## src/logic/sdas_pkg.sv

```systemverilog
// shared constants and types for the serial data, address and state block
package sdas_pkg;
	// timing: core clock and half period of a generated serial clock
	localparam int CLK_NS       = 40;
	localparam int SCL_HALF_NS  = 160;
	localparam int SCL_HALF_CYC = (SCL_HALF_NS + CLK_NS - 1) / CLK_NS;

	// register indices, byte address is four times the index
	localparam logic [7:0] IDX_CTRL  = 8'hC0;
	localparam logic [7:0] IDX_STATE = 8'hC1;
	localparam logic [7:0] IDX_DATA  = 8'hC2;
	localparam logic [7:0] IDX_OWN   = 8'hC3;
	localparam logic [7:0] IDX_ISTAT = 8'hC4;
	localparam logic [7:0] IDX_IMASK = 8'hC5;

	// bus_control_reg fields
	localparam int CTL_BUSY = 7;
	localparam int CTL_ENA  = 6;
	localparam int CTL_STA  = 5;
	localparam int CTL_STO  = 4;
	localparam int CTL_SI   = 3;
	localparam int CTL_AA   = 2;

	// own_address_reg fields
	localparam int OWN_GC  = 0;
	localparam int OWN_LSB = 1;

	// reset values
	localparam logic [7:0] OWN_RST  = 8'h00;
	localparam logic [7:0] DATA_RST = 8'h00;
	localparam logic [3:0] MASK_RST = 4'h0;

	// interrupt event bits
	localparam int EV_SI    = 0;
	localparam int EV_ARB   = 1;
	localparam int EV_STOP  = 2;
	localparam int EV_MATCH = 3;
	localparam int EV_NUM   = 4;

	// state codes, all multiples of eight
	localparam logic [7:0] C_START    = 8'h08;
	localparam logic [7:0] C_RSTART   = 8'h10;
	localparam logic [7:0] C_MT_AACK  = 8'h18;
	localparam logic [7:0] C_MT_ANAK  = 8'h20;
	localparam logic [7:0] C_MT_DACK  = 8'h28;
	localparam logic [7:0] C_MT_DNAK  = 8'h30;
	localparam logic [7:0] C_ARB      = 8'h38;
	localparam logic [7:0] C_MR_AACK  = 8'h40;
	localparam logic [7:0] C_MR_ANAK  = 8'h48;
	localparam logic [7:0] C_MR_DACK  = 8'h50;
	localparam logic [7:0] C_MR_DNAK  = 8'h58;
	localparam logic [7:0] C_SR_W     = 8'h60;
	localparam logic [7:0] C_SR_WARB  = 8'h68;
	localparam logic [7:0] C_SR_GC    = 8'h70;
	localparam logic [7:0] C_SR_GCARB = 8'h78;
	localparam logic [7:0] C_SR_DACK  = 8'h80;
	localparam logic [7:0] C_SR_DNAK  = 8'h88;
	localparam logic [7:0] C_SR_GACK  = 8'h90;
	localparam logic [7:0] C_SR_GNAK  = 8'h98;
	localparam logic [7:0] C_SR_STOP  = 8'hA0;
	localparam logic [7:0] C_ST_R     = 8'hA8;
	localparam logic [7:0] C_ST_RARB  = 8'hB0;
	localparam logic [7:0] C_ST_DACK  = 8'hB8;
	localparam logic [7:0] C_ST_DNAK  = 8'hC0;
	localparam logic [7:0] C_IDLE     = 8'hF8;

	// interface sequencer states
	typedef enum logic [2:0] {
		ST_IDLE, ST_SBITS, ST_SACK, ST_HOLD, ST_MSTART, ST_MBITS, ST_MACK, ST_MSTOP
	} sdas_state_e;
endpackage

```

## src/logic/sdas_core.sv

```systemverilog
// serial byte engine with own address match, state codes and register slave
`timescale 1ns/1ps
// How it works
// RL1 - data register accessible while event flag set
// RL2 - software avoids data register while shifting
// RL3 - bytes go out most significant first
// RL4 - first received bit lands in bit seven
// RL5 - bus line shifts in while sending
// RL6 - lost arbitration continues as slave receiver
// RL7 - seven address bits compared, bit seven first
// RL8 - bit zero enables general call acceptance
// RL9 - own address unused while acting master
// RL10 - eight-bit code names each reportable state
// RL11 - code low three bits read zero
// RL12 - code valid only while event flag set
// RL13 - software never writes the code register
// RL14 - new state: code, flag, clock held; the stop report (C_SR_STOP) sets code and flag but leaves the clock free
module sdas_core #(
	parameter int HALF_CYC = sdas_pkg::SCL_HALF_CYC
) (
	// clock and reset
	input  wire logic        core_clk,
	input  wire logic        nrst,
	// wishbone slave
	input  wire logic        cyc_i,
	input  wire logic        stb_i,
	input  wire logic        we_i,
	input  wire logic [9:0]  adr_i,
	input  wire logic [3:0]  sel_i,
	input  wire logic [31:0] dat_i,
	output logic      [31:0] dat_o,
	output logic             ack_o,
	// serial clock pin
	input  wire logic        sclSense,
	output logic             sclLevel,
	output logic             sclOe,
	// serial data pin
	input  wire logic        sdaSense,
	output logic             sdaLevel,
	output logic             sdaOe,
	// interrupt
	output logic             irq
);
	localparam int EVN = sdas_pkg::EV_NUM;

	// whole state of the block
	typedef struct packed {
		sdas_pkg::sdas_state_e fsm;     // sequencer state
		logic                  ena;     // interface_enable
		logic                  si;      // state event flag
		logic                  sta;     // start request
		logic                  sto;     // stop request
		logic                  aa;      // acknowledge to send
		logic                  busy;    // bus between start and stop
		logic [7:0]            shReg;   // serial_byte_reg
		logic [7:0]            code;    // state_code_reg
		logic [7:0]            ownAdr;  // own_address_reg
		logic [3:0]            bitCnt;  // bits of current byte
		logic [1:0]            mPhase;  // master sub step
		logic [7:0]            div;     // half period timer
		logic                  master;  // acting as master
		logic                  txMode;  // sending current byte
		logic                  mRead;   // master read session
		logic                  addrPh;  // byte is an address
		logic                  gcSess;  // general call session
		logic                  arbLost; // lost arbitration
		logic                  addrd;   // addressed as slave
		logic                  ackBit;  // acknowledge seen
		logic                  sclLow;  // pull clock low
		logic                  sdaLow;  // pull data low
		logic                  sclP;    // previous clock sample
		logic                  sdaP;    // previous data sample
		logic [EVN-1:0]        iStat;   // sticky events
		logic [EVN-1:0]        iMask;   // event mask
		logic                  ack;     // bus acknowledge
		logic [31:0]           rdData;  // read data
	} sdas_regs_s;

	sdas_regs_s     r_ff;    // registered state
	sdas_regs_s     nxt_r;   // next state
	logic [1:0]     syncLvl; // {scl, sda} after synchroniser
	logic           sclS;    // synchronised clock
	logic           sdaS;    // synchronised data
	logic           sclRise; // clock rising
	logic           sclFall; // clock falling
	logic           startDet;// start seen
	logic           stopDet; // stop seen
	logic           tick;    // half period elapsed
	logic           arbHit;  // master sent one, bus shows zero
	logic           byteEnd; // slave eighth clock falling
	logic [7:0]     shNext;  // shift register with line bit in
	logic [7:0]     rdByte;  // read mux
	logic [7:0]     idx;     // register index
	logic           busReq;  // first cycle of a bus access
	logic           busDone; // acknowledged cycle
	logic [EVN-1:0] ev;      // events this cycle

	//////////////////////////////////////////////////////////////////
	// pin levels pass two flip-flops first
	sdas_sync #(
		.W(2)
	) u_sync (
		.core_clk(core_clk),
		.nrst    (nrst),
		.pinLvl  ({sclSense, sdaSense}),
		.syncLvl (syncLvl)
	);

	assign sclS     = syncLvl[1];
	assign sdaS     = syncLvl[0];
	assign sclRise  = sclS & ~r_ff.sclP;
	assign sclFall  = ~sclS & r_ff.sclP;
	// data edge while clock stays high
	assign startDet = sclS & r_ff.sclP & r_ff.sdaP & ~sdaS;
	assign stopDet  = sclS & r_ff.sclP & ~r_ff.sdaP & sdaS;
	assign shNext   = {r_ff.shReg[6:0], sdaS};
	assign arbHit   = r_ff.txMode & r_ff.shReg[7] & ~sdaS;
	assign byteEnd  = (r_ff.fsm == sdas_pkg::ST_SBITS) & sclFall & (r_ff.bitCnt == 4'h8);
	assign idx      = adr_i[9:2];
	assign busReq   = cyc_i & stb_i & ~r_ff.ack;
	assign busDone  = cyc_i & stb_i & r_ff.ack;

	//////////////////////////////////////////////////////////////////
	// read mux
	always_comb begin
		case (idx)
			sdas_pkg::IDX_CTRL: begin
				rdByte = {r_ff.busy, r_ff.ena, r_ff.sta, r_ff.sto, r_ff.si, r_ff.aa, 2'h0};
			end
			// RL11 RL12 code valid with flag
			sdas_pkg::IDX_STATE: begin
				rdByte = r_ff.si ? r_ff.code : sdas_pkg::C_IDLE;
			end
			// RL1 byte readable any time
			sdas_pkg::IDX_DATA:  rdByte = r_ff.shReg;
			sdas_pkg::IDX_OWN:   rdByte = r_ff.ownAdr;
			sdas_pkg::IDX_ISTAT: rdByte = {4'h0, r_ff.iStat};
			sdas_pkg::IDX_IMASK: rdByte = {4'h0, r_ff.iMask};
			// unmapped reads as zero
			default:             rdByte = 8'h00;
		endcase
	end

	//////////////////////////////////////////////////////////////////
	// next state: bus writes first, link events after so hardware wins
	always_comb begin
		nxt_r = r_ff;
		ev    = '0;
		tick  = 1'h0;
		nxt_r.ack  = busReq;
		nxt_r.sclP = sclS;
		nxt_r.sdaP = sdaS;
		if (busReq) begin
			nxt_r.rdData = {24'h000000, rdByte};
		end
		// writes land on the acknowledged edge
		if (busDone && we_i && sel_i[0]) begin
			case (idx)
				sdas_pkg::IDX_CTRL: begin
					nxt_r.ena = dat_i[sdas_pkg::CTL_ENA];
					nxt_r.sta = dat_i[sdas_pkg::CTL_STA];
					nxt_r.sto = dat_i[sdas_pkg::CTL_STO];
					nxt_r.aa  = dat_i[sdas_pkg::CTL_AA];
					// flag only clears from software
					if (!dat_i[sdas_pkg::CTL_SI]) begin
						nxt_r.si = 1'h0;
					end
				end
				// RL1 byte to send
				sdas_pkg::IDX_DATA:  nxt_r.shReg = dat_i[7:0];
				sdas_pkg::IDX_OWN:   nxt_r.ownAdr = dat_i[7:0];
				sdas_pkg::IDX_IMASK: nxt_r.iMask = dat_i[EVN-1:0];
				// RL13 code register has no write path
				default: begin
				end
			endcase
		end
		// read of status clears it
		if (busDone && !we_i && idx == sdas_pkg::IDX_ISTAT) begin
			nxt_r.iStat = '0;
		end
		// half period timer, free running
		if (r_ff.div == 8'(HALF_CYC - 1)) begin
			tick      = 1'h1;
			nxt_r.div = 8'h00;
		end else begin
			nxt_r.div = r_ff.div + 8'h01;
		end
		// bus busy tracking
		if (startDet) begin
			nxt_r.busy = 1'h1;
		end else if (stopDet) begin
			nxt_r.busy = 1'h0;
			ev[sdas_pkg::EV_STOP] = 1'h1;
		end

		unique case (r_ff.fsm)
			// wait for a start or a request to master
			sdas_pkg::ST_IDLE: begin
				if (r_ff.sta && !r_ff.busy && !r_ff.si && !startDet) begin
					nxt_r.fsm    = sdas_pkg::ST_MSTART;
					nxt_r.mPhase = 2'h0;
				end
			end
			// slave byte on the other party's clock
			sdas_pkg::ST_SBITS: begin
				if (sclRise) begin
					// RL4 RL5 line bit enters at bit zero
					nxt_r.shReg  = shNext;
					nxt_r.bitCnt = r_ff.bitCnt + 4'h1;
				end
				if (byteEnd) begin
					nxt_r.fsm = sdas_pkg::ST_SACK;
					if (r_ff.addrPh) begin
						// RL7 RL8 RL9 address compare, slave only
						if (!r_ff.master && r_ff.shReg[7:1] != 7'h00 &&
						    r_ff.shReg[7:1] == r_ff.ownAdr[7:sdas_pkg::OWN_LSB]) begin
							nxt_r.sdaLow = 1'h1;
							nxt_r.addrd  = 1'h1;
							nxt_r.gcSess = 1'h0;
							nxt_r.txMode = r_ff.shReg[0];
							ev[sdas_pkg::EV_MATCH] = 1'h1;
						end else if (!r_ff.master && r_ff.shReg == 8'h00 &&
						             r_ff.ownAdr[sdas_pkg::OWN_GC]) begin
							nxt_r.sdaLow = 1'h1;
							nxt_r.addrd  = 1'h1;
							nxt_r.gcSess = 1'h1;
							nxt_r.txMode = 1'h0;
							ev[sdas_pkg::EV_MATCH] = 1'h1;
						end else if (r_ff.arbLost) begin
							nxt_r.fsm = sdas_pkg::ST_HOLD;
						end else begin
							// not for us: wait for the next start
							nxt_r.fsm = sdas_pkg::ST_IDLE;
						end
					end else if (r_ff.arbLost) begin
						nxt_r.fsm = sdas_pkg::ST_HOLD;
					end else begin
						// receiver answers with aa, sender lets go
						nxt_r.sdaLow = ~r_ff.txMode & r_ff.aa;
					end
					// RL6 lost byte already sits in the register
					if (nxt_r.fsm == sdas_pkg::ST_HOLD) begin
						nxt_r.sclLow = 1'h1;
						nxt_r.si     = 1'h1;
						nxt_r.code   = sdas_pkg::C_ARB;
						nxt_r.addrd  = 1'h0;
						ev[sdas_pkg::EV_SI] = 1'h1;
					end
				end else if (sclFall && r_ff.txMode) begin
					// RL3 next bit out, top bit first
					nxt_r.sdaLow = ~r_ff.shReg[7];
				end
			end
			// slave acknowledge clock
			sdas_pkg::ST_SACK: begin
				if (sclRise) begin
					nxt_r.ackBit = ~sdaS;
				end
				if (sclFall) begin
					// RL14 report and stretch the clock
					nxt_r.sdaLow = 1'h0;
					nxt_r.sclLow = 1'h1;
					nxt_r.si     = 1'h1;
					nxt_r.fsm    = sdas_pkg::ST_HOLD;
					ev[sdas_pkg::EV_SI] = 1'h1;
					// RL10 one code per state
					if (r_ff.addrPh) begin
						nxt_r.addrPh = 1'h0;
						if (r_ff.gcSess) begin
							nxt_r.code = r_ff.arbLost ? sdas_pkg::C_SR_GCARB : sdas_pkg::C_SR_GC;
						end else if (r_ff.txMode) begin
							nxt_r.code = r_ff.arbLost ? sdas_pkg::C_ST_RARB : sdas_pkg::C_ST_R;
						end else begin
							nxt_r.code = r_ff.arbLost ? sdas_pkg::C_SR_WARB : sdas_pkg::C_SR_W;
						end
					end else if (r_ff.txMode) begin
						nxt_r.code  = r_ff.ackBit ? sdas_pkg::C_ST_DACK : sdas_pkg::C_ST_DNAK;
						nxt_r.addrd = r_ff.ackBit;
					end else if (r_ff.gcSess) begin
						nxt_r.code  = r_ff.ackBit ? sdas_pkg::C_SR_GACK : sdas_pkg::C_SR_GNAK;
						nxt_r.addrd = r_ff.ackBit;
					end else begin
						nxt_r.code  = r_ff.ackBit ? sdas_pkg::C_SR_DACK : sdas_pkg::C_SR_DNAK;
						nxt_r.addrd = r_ff.ackBit;
					end
				end
			end
			// software services the state; clock held low meanwhile
			sdas_pkg::ST_HOLD: begin
				if (!nxt_r.si) begin
					nxt_r.bitCnt  = 4'h0;
					nxt_r.mPhase  = 2'h0;
					nxt_r.arbLost = 1'h0;
					if (r_ff.master) begin
						if (nxt_r.sto) begin
							nxt_r.fsm = sdas_pkg::ST_MSTOP;
						end else if (nxt_r.sta) begin
							nxt_r.fsm = sdas_pkg::ST_MSTART;
						end else begin
							nxt_r.fsm    = sdas_pkg::ST_MBITS;
							nxt_r.txMode = r_ff.addrPh | ~r_ff.mRead;
						end
					end else begin
						nxt_r.sclLow = 1'h0;
						if (r_ff.addrd) begin
							nxt_r.fsm    = sdas_pkg::ST_SBITS;
							nxt_r.sdaLow = r_ff.txMode & ~r_ff.shReg[7];
						end else begin
							nxt_r.fsm = sdas_pkg::ST_IDLE;
						end
					end
				end
			end
			// start or repeated start: free lines, then data low under high clock
			sdas_pkg::ST_MSTART: begin
				unique case (r_ff.mPhase)
					2'h0: begin
						nxt_r.sdaLow = 1'h0;
						if (tick) nxt_r.mPhase = 2'h1;
					end
					2'h1: begin
						nxt_r.sclLow = 1'h0;
						if (tick && sclS) nxt_r.mPhase = 2'h2;
					end
					2'h2: begin
						nxt_r.sdaLow = 1'h1;
						if (tick) nxt_r.mPhase = 2'h3;
					end
					2'h3: begin
						// RL14 start reported with clock held
						nxt_r.sclLow = 1'h1;
						nxt_r.si     = 1'h1;
						nxt_r.code   = r_ff.master ? sdas_pkg::C_RSTART : sdas_pkg::C_START;
						nxt_r.master = 1'h1;
						nxt_r.addrPh = 1'h1;
						nxt_r.fsm    = sdas_pkg::ST_HOLD;
						ev[sdas_pkg::EV_SI] = 1'h1;
					end
				endcase
			end
			// master byte: low half drives, high half samples
			sdas_pkg::ST_MBITS: begin
				if (!r_ff.mPhase[0]) begin
					nxt_r.sclLow = 1'h1;
					// RL3 top bit on the line
					nxt_r.sdaLow = r_ff.txMode & ~r_ff.shReg[7];
					if (tick) nxt_r.mPhase = 2'h1;
				end else begin
					nxt_r.sclLow = 1'h0;
					if (tick && sclS) begin
						// RL5 bus bit shifts in as ours shifts out
						nxt_r.shReg  = shNext;
						nxt_r.bitCnt = r_ff.bitCnt + 4'h1;
						nxt_r.mPhase = 2'h0;
						if (arbHit) begin
							// RL6 hand over to slave receive mid byte
							nxt_r.master  = 1'h0;
							nxt_r.arbLost = 1'h1;
							nxt_r.txMode  = 1'h0;
							nxt_r.sdaLow  = 1'h0;
							nxt_r.fsm     = sdas_pkg::ST_SBITS;
							ev[sdas_pkg::EV_ARB] = 1'h1;
						end else begin
							nxt_r.sclLow = 1'h1;
							if (r_ff.bitCnt == 4'h7) nxt_r.fsm = sdas_pkg::ST_MACK;
						end
					end
				end
			end
			// master acknowledge clock
			sdas_pkg::ST_MACK: begin
				if (!r_ff.mPhase[0]) begin
					nxt_r.sclLow = 1'h1;
					nxt_r.sdaLow = ~r_ff.txMode & r_ff.aa;
					if (tick) nxt_r.mPhase = 2'h1;
				end else begin
					nxt_r.sclLow = 1'h0;
					if (tick && sclS) begin
						// RL14 byte done: code, flag, clock low
						nxt_r.sclLow = 1'h1;
						nxt_r.sdaLow = 1'h0;
						nxt_r.si     = 1'h1;
						nxt_r.fsm    = sdas_pkg::ST_HOLD;
						ev[sdas_pkg::EV_SI] = 1'h1;
						if (r_ff.addrPh) begin
							nxt_r.addrPh = 1'h0;
							nxt_r.mRead  = r_ff.shReg[0];
							if (r_ff.shReg[0]) begin
								nxt_r.code = ~sdaS ? sdas_pkg::C_MR_AACK : sdas_pkg::C_MR_ANAK;
							end else begin
								nxt_r.code = ~sdaS ? sdas_pkg::C_MT_AACK : sdas_pkg::C_MT_ANAK;
							end
						end else if (r_ff.txMode) begin
							nxt_r.code = ~sdaS ? sdas_pkg::C_MT_DACK : sdas_pkg::C_MT_DNAK;
						end else begin
							nxt_r.code = ~sdaS ? sdas_pkg::C_MR_DACK : sdas_pkg::C_MR_DNAK;
						end
					end
				end
			end
			// stop: data low, clock high, then data high
			sdas_pkg::ST_MSTOP: begin
				if (r_ff.mPhase == 2'h0) begin
					nxt_r.sclLow = 1'h1;
					nxt_r.sdaLow = 1'h1;
					if (tick) nxt_r.mPhase = 2'h1;
				end else if (r_ff.mPhase == 2'h1) begin
					nxt_r.sclLow = 1'h0;
					if (tick && sclS) nxt_r.mPhase = 2'h2;
				end else begin
					nxt_r.sdaLow = 1'h0;
					if (tick) begin
						nxt_r.master = 1'h0;
						nxt_r.sto    = 1'h0;
						nxt_r.fsm    = sdas_pkg::ST_IDLE;
					end
				end
			end
		endcase

		// slave side framing; a late start loses the next address if unserviced
		if (!r_ff.master && (r_ff.fsm == sdas_pkg::ST_IDLE ||
		    r_ff.fsm == sdas_pkg::ST_SBITS || r_ff.fsm == sdas_pkg::ST_SACK)) begin
			if (startDet || stopDet) begin
				nxt_r.sdaLow = 1'h0;
				nxt_r.sclLow = 1'h0;
				nxt_r.fsm    = startDet ? sdas_pkg::ST_SBITS : sdas_pkg::ST_IDLE;
				nxt_r.addrPh = 1'h1;
				nxt_r.bitCnt = 4'h0;
				nxt_r.txMode = 1'h0;
				if (r_ff.addrd) begin
					// no stretch here: clock is high during the condition
					nxt_r.si    = 1'h1;
					nxt_r.code  = sdas_pkg::C_SR_STOP;
					nxt_r.addrd = 1'h0;
					ev[sdas_pkg::EV_SI] = 1'h1;
				end
			end
		end
		// disabled: let go of both lines
		if (!r_ff.ena) begin
			nxt_r.fsm    = sdas_pkg::ST_IDLE;
			nxt_r.sclLow = 1'h0;
			nxt_r.sdaLow = 1'h0;
			nxt_r.master = 1'h0;
			nxt_r.addrd  = 1'h0;
		end
		// events set after any clear, so they are never lost
		nxt_r.iStat = nxt_r.iStat | ev;
	end

	//////////////////////////////////////////////////////////////////
	// state register
	always_ff @(posedge core_clk or negedge nrst) begin
		if (!nrst) begin
			r_ff        <= '0;
			r_ff.fsm    <= sdas_pkg::ST_IDLE;
			r_ff.shReg  <= sdas_pkg::DATA_RST;
			r_ff.ownAdr <= sdas_pkg::OWN_RST;
			r_ff.iMask  <= sdas_pkg::MASK_RST;
			r_ff.sclP   <= 1'h1;
			r_ff.sdaP   <= 1'h1;
		end else begin
			r_ff <= nxt_r;
		end
	end

	// open drain: level is always low, enable pulls
	assign sclLevel = 1'h0;
	assign sdaLevel = 1'h0;
	assign sclOe    = r_ff.sclLow;
	assign sdaOe    = r_ff.sdaLow;
	assign dat_o    = r_ff.rdData;
	assign ack_o    = r_ff.ack;
	assign irq      = |(r_ff.iStat & r_ff.iMask);
endmodule

```

## src/logic/sdas_sync.sv

```systemverilog
// two flip-flop synchroniser for pin levels
`timescale 1ns/1ps
module sdas_sync #(
	parameter int W = 2
) (
	// clock and reset
	input  wire logic         core_clk,
	input  wire logic         nrst,
	// levels
	input  wire logic [W-1:0] pinLvl,
	output logic      [W-1:0] syncLvl
);
	// both stages in one state word
	typedef struct packed {
		logic [W-1:0] stage1;
		logic [W-1:0] stage2;
	} sdas_sync_s;

	sdas_sync_s r_ff;   // registered stages
	sdas_sync_s nxt_r;  // next stages

	//////////////////////////////////////////////////////////////////
	// first stage is read only by the second
	always_comb begin
		nxt_r.stage1 = pinLvl;
		nxt_r.stage2 = r_ff.stage1;
	end

	// idle bus level is high, so reset to ones
	always_ff @(posedge core_clk or negedge nrst) begin
		if (!nrst) begin
			r_ff <= '1;
		end else begin
			r_ff <= nxt_r;
		end
	end

	assign syncLvl = r_ff.stage2;
endmodule

```

## config.mk

```make
export PLATFORM = sky130hd
export DESIGN_NAME = sdas_core
export DESIGN_NICKNAME = d
export VERILOG_FILES = /design/src/logic/sdas_pkg.sv /design/src/logic/sdas_core.sv /design/src/logic/sdas_sync.sv
export SDC_FILE = /design/constraint.sdc
export NUM_CORES = 1
export LEC_CHECK = 0
export ABC_CLOCK_PERIOD_IN_PS = 3800
export BUFFER_PORTS_ARGS = -buffer_cell sky130_fd_sc_hd__buf_2
export CORE_MARGIN = 4
export CORE_UTILIZATION = 61
export CTS_CLUSTER_SIZE = 28
export DETAILED_ROUTE_END_ITERATION = 8
export GPL_ROUTABILITY_DRIVEN = 0
export PLACE_DENSITY = 0.94
export SLEW_MARGIN = 20
export SYNTH_ARGS = -nofsm -noshare
export SYNTH_HDL_FRONTEND = slang
export SYNTH_SLANG_ARGS = --single-unit
```

## constraint.sdc

```tcl
create_clock -name core_clk -period 3.8 [get_ports core_clk]
set_input_delay 0 -clock core_clk [delete_from_list [all_inputs] [get_ports core_clk]]
set_output_delay 0 -clock core_clk [all_outputs]
set_load 0.005 [all_outputs]
```

Word level (Yosys, flattened, before mapping)

Cells that the tools add are included.

Add/sub/neg operators: 2
Equality and inequality tests: 39
Multiplexer cells: 201
Bitwise gates (word level): 27
Reduce and logical (&&, ||, !) cells: 41

Operators by type and width:

| cell                 | count |
|---|---|
| $mux W8              | 21 |
| $mux W1              | 92 |
| $mux W3              | 21 |
| $mux W2              | 27 |
| $mux W4              | 13 |
| $eq A8 B8 Y1 const B | 6 |
| $pmux W8 S6          | 1 |
| $pmux W8 S4          | 1 |
| $ne A3 B3 Y1 const B | 9 |
| $pmux W3 S8          | 1 |
| $mux W7              | 3 |
| $mux W5              | 4 |
| $mux W6              | 3 |
| $and A1 B1 Y1        | 16 |
| $pmux W8 S2          | 1 |
| $reduce_and A8 Y1    | 2 |
| $logic_and A1 B1 Y1  | 14 |
| $pmux W2 S7          | 1 |
| $eq A3 B3 Y1 const B | 4 |
| $ne A2 B2 Y1 const B | 6 |
| $pmux W2 S6          | 1 |
| $pmux W4 S3          | 1 |
| $eq A3 B2 Y1 const B | 3 |
| $pmux W1 S3          | 3 |
| other kinds (32)     | 56 |

Flip-flop bits (word level): 80
Input port bits: 53
Output and inout port bits: 38
Logic and storage cells: 342

Longest topological paths before layout

Depth after elaboration: 16
Depth in mapped cells: 9
Gate-level depth less buffers: 8

Modules after synthesis

A second synthesis with hierarchy kept.

Cell total of the unflattened synthesis: 586
Area total of the unflattened synthesis: 5261.3 µm²

By module, submodules not included:

| module    | instances | cells each | area an instance (µm²) | sequential area each (µm²) |
|---|---|---|---|---|
| sdas_core | 1         | 582        | 5156.2                 | 1904.3 |
| sdas_sync | 1         | 4          | 105.1                  | 105.1 |

Worst setup path before layout

OpenSTA, ideal clock, no wires.

Path kind: reg-to-reg
Start point: register r_ff[53] (netlist name)
End point: register r_ff[82] (netlist name)
Setup time: 0.126 ns
Arrival: 2.011 ns
Data required time: 3.674 ns
Path slack: 1.663 ns
Stages on the path, launching flop included: 9
Path buffers: 1
Period minus slack after synthesis: 2.137 ns
Cells stage by stage: dfrtp_1 ha_1 nor3b_2 nand3_2 a211o_1 a21o_1 and2_4 buf_6 a221o_1

RTL lines:

| element                  | RTL line         | source |
|---|---|---|
| start: declaration       | sdas_core.sv:79  | `sdas_regs_s r_ff;` |
| start signal: assignment | sdas_core.sv:465 | `r_ff <= nxt_r;` |

==> results.md <==
* Outcome: finished clean
* Post-detailed-route DRC marker count at 0
* Critical Path AT at ~3 ns
* Vias in the first global route at about 4.7k
* EDFF count, synth at 0
* Hold Path Class: primary input to flip-flop
* Post-CTS setup buffers at 0
* Commonest non-fill, non-tap cell in the layout: dfrtp_1
* H-tree level count at 3
* Final setup viols at 0
* GRT Resource Usage Total at 0.291
* Distinct cells, synth at between 70 and 80
* CTS tree: yes
* CP delay by family, top: simple AND/OR/NAND/NOR gates
* DIE HEIGHT at 101 um
* Non-filler instance count after layout at 716
* Initial Utilization at 0.635
* Synth warnings at 0
* FP Rows at 33
* Routed vias at 4962
* VDD IR max at around 0.27 mV
* Cts bufs inserted at 9
* Setup WS pre-CTS at 1.21 ns
* Period utilisation layout at 0.742
* Vias/cell at roughly 7
* Yosys top cell area share at 0.351
* PortBufs at 35
* Max Fclk at 0.355 GHz
* Final #Nets at approximately 670
* Area of the die at ~10000 um^2
* Antenna Cells at 0
* CP Capture Type: flip-flop
* Pwr Density at around 460 nW/um^2
* First-pass GRT wire length at approximately 23000 um
* Clock transition at path regs at about 0.080 ns
* Number of antenna violations at the first check in global routing at 0
* Placed Cells incl. Taps at between 600 and 700
* Worst Setup Start Kind: flip-flop
* DRT iter0 DRCs at around 700
* WP buf/inv at 0
* Seq cells post-synth at 80
* Area growth from synthesis to layout at 6.43%
* Slowest cell delay on critical path at just under 0.8 ns
* Async set-reset flop share out of synthesis at 1.00
* Die Wd at between 100 and 150 um
* Largest net degree at the start of global routing at 81
* GRT Residual Overflow at 0
* Post-Route Skew at 0.0176 ns
* Mean Syn Cell Area at about 9 um^2
* Max-cap check violation count at 0
* Top FF cell, synth: dfrtp_1
* Crit path kind: flip-flop to flip-flop
* Synth top area cells: dfrtp_1 35%, buf_4 4.8%, mux2_2 4.3%
* I/O pin count at slightly above 90
* Final Hold Viols at 0
* Max clock buf depth at 2
* RSZ-0062 raised after global routing: false
* Crit Path Max Fanout at 37
* Area of the core at roughly 8300 um^2
* Sink Count at 80
* Max-slew headroom at 0.288
* Total wire length at ~15000 um
* First-pass iteration count of the detailed router at 7
* CP max stage cell: dfrtp_1
* Most frequent cells in the layout: 74 x dfrtp_1, 60 x nand2_1, 40 x o21ai_0
* Worst path cell trace: a211o_1 > nor3_1 > nand2_1 > and3_1
* Setup TNS Final at 0 ns
* Seq/Total Area, Yosys at 0.381
* Cells after Synth at 585
* LEAKAGE at around 2.6 nW
* Post-layout min period at ~2.8 ns
* Root buffer cell: clkbuf_8
* DP HPWL at approximately 10000 um
* Critical path required time at roughly 4.1 ns
* Clock Latency Late Sink at ~0.37 ns
* Mapped Area at 5270 um^2
* Wire per inst at about 20 um
* Antenna viol nets, final at 0
* Worst slew pin tran at roughly 1.1 ns
* Layout cells sized above 1 at 0.151
* Cell taking the most area after synthesis: dfrtp_1
* Worst Setup Slack, final at 0.981 ns
* Final Max Slew Viols at 0
report_power, final:
part / switching (mW) / total [mW] / internal, mW
clock network: 0.319 / 0.574 / 0.254
registers: 0.263 / 1.21 / 0.951
logic: 0.448 / 0.782 / 0.334
total: 1.03 / 2.57 / 1.54
flip-flops by register name, indices dropped and copies added, names as in the netlist:
register,flops
r_ff,65
dat_o,8
u_sync.nxt_r,2
u_sync.syncLvl,2
ack_o,1
sclOe,1
sdaOe,1
worst min-delay path: cells and delay by family:
family / cells / cell delay, ns
AO/OA/AOI/OAI: 1 / 0.14
AND/OR/NAND/NOR: 2 / 0.18
buffers and inverters: 1 / 0.09
cells by family (layout without fill, tap and decap cells):
logic type | count (synthesis) | after routing | synth area share
buffers and inverters | 84 | 85 | 0.0864
AND/OR/NAND/NOR | 198 | 198 | 0.199
other | 1 | 26 | 0.000711
adder cells (fa/ha/maj) | 13 | 13 | 0.0308
multiplexers | 39 | 39 | 0.0788
AO/OA/AOI/OAI | 155 | 155 | 0.198
flip-flops | 80 | 80 | 0.381
XOR/XNOR | 15 | 15 | 0.0249
cells in the mapped netlist, types with 7 or more instances:
cell type	n
a211oi_1	7
nand3_1	24
a21oi_1	24
and3_1	9
o22ai_1	8
o21ai_0	40
clkbuf_1	22
inv_1	21
a22oi_1	8
nand2_1	60
xor2_1	9
nor3_1	14
a31oi_1	14
ha_1	13
mux2i_1	19
dfrtp_1	74
buf_4	34
mux2_2	20
nor4_1	8
nor2_1	37
area by class of cell:
type / count / area [um^2]
well taps: 105 / 131
fillers: 593 / 2690
repair buffers: 48 / 315
flip-flops and latches: 80 / 2010
multi-input cells: 446 / 2900
clock inverters: 4 / 30.0
inverters: 22 / 82.6
clock buffers: 11 / 141
path summary, 6_finish.rpt:
path	start	endpoint	slack [ns]	depth (start not counted)
worst min-delay path	we_i	r_ff[38]	0.08	4
worst max register to register	r_ff[99]	r_ff[76]	0.98	4
max in group asynchronous	nrst	r_ff[41]	2.99	3
worst max-delay path	r_ff[99]	r_ff[76]	0.98	4
min in group asynchronous	nrst	dat_o[1]	0.14	2
worst min register to register	u_sync.nxt_r[0]	u_sync.syncLvl[0]	0.36	0
stage by stage:
stage	total power, mW	hold WS (ns)	instance area [um^2]	utilization
global placement	1.89	0.107	5310	0.640
finish	2.57	0.0762	5610	0.676
detailed placement	1.94	0.106	5310	0.640
floorplan	1.74	-0.296	5370	-
global route	2.70	0.0834	5610	0.676
CTS	2.51	0.0707	5590	0.674
repair_timing:
item	4_1_cts	5_1_grt
resized for setup	0	0
hold endpoints to repair	94	0
hold buffers	11	0
metal layers:
metal / share of wire / routed length, um / vias to the layer above / global-route usage
met3: 0.11 / 1660 / 108 / 0.0740
met5: 0 / 0 / - / 0
met1: 0.37 / 5350 / 2336 / 0.365
met4: 0.056 / 809 / 0 / 0.157
met2: 0.46 / 6680 / 390 / 0.459
li1: - / - / 2128 / -
Note: power is estimated with default switching activity, not from simulation.
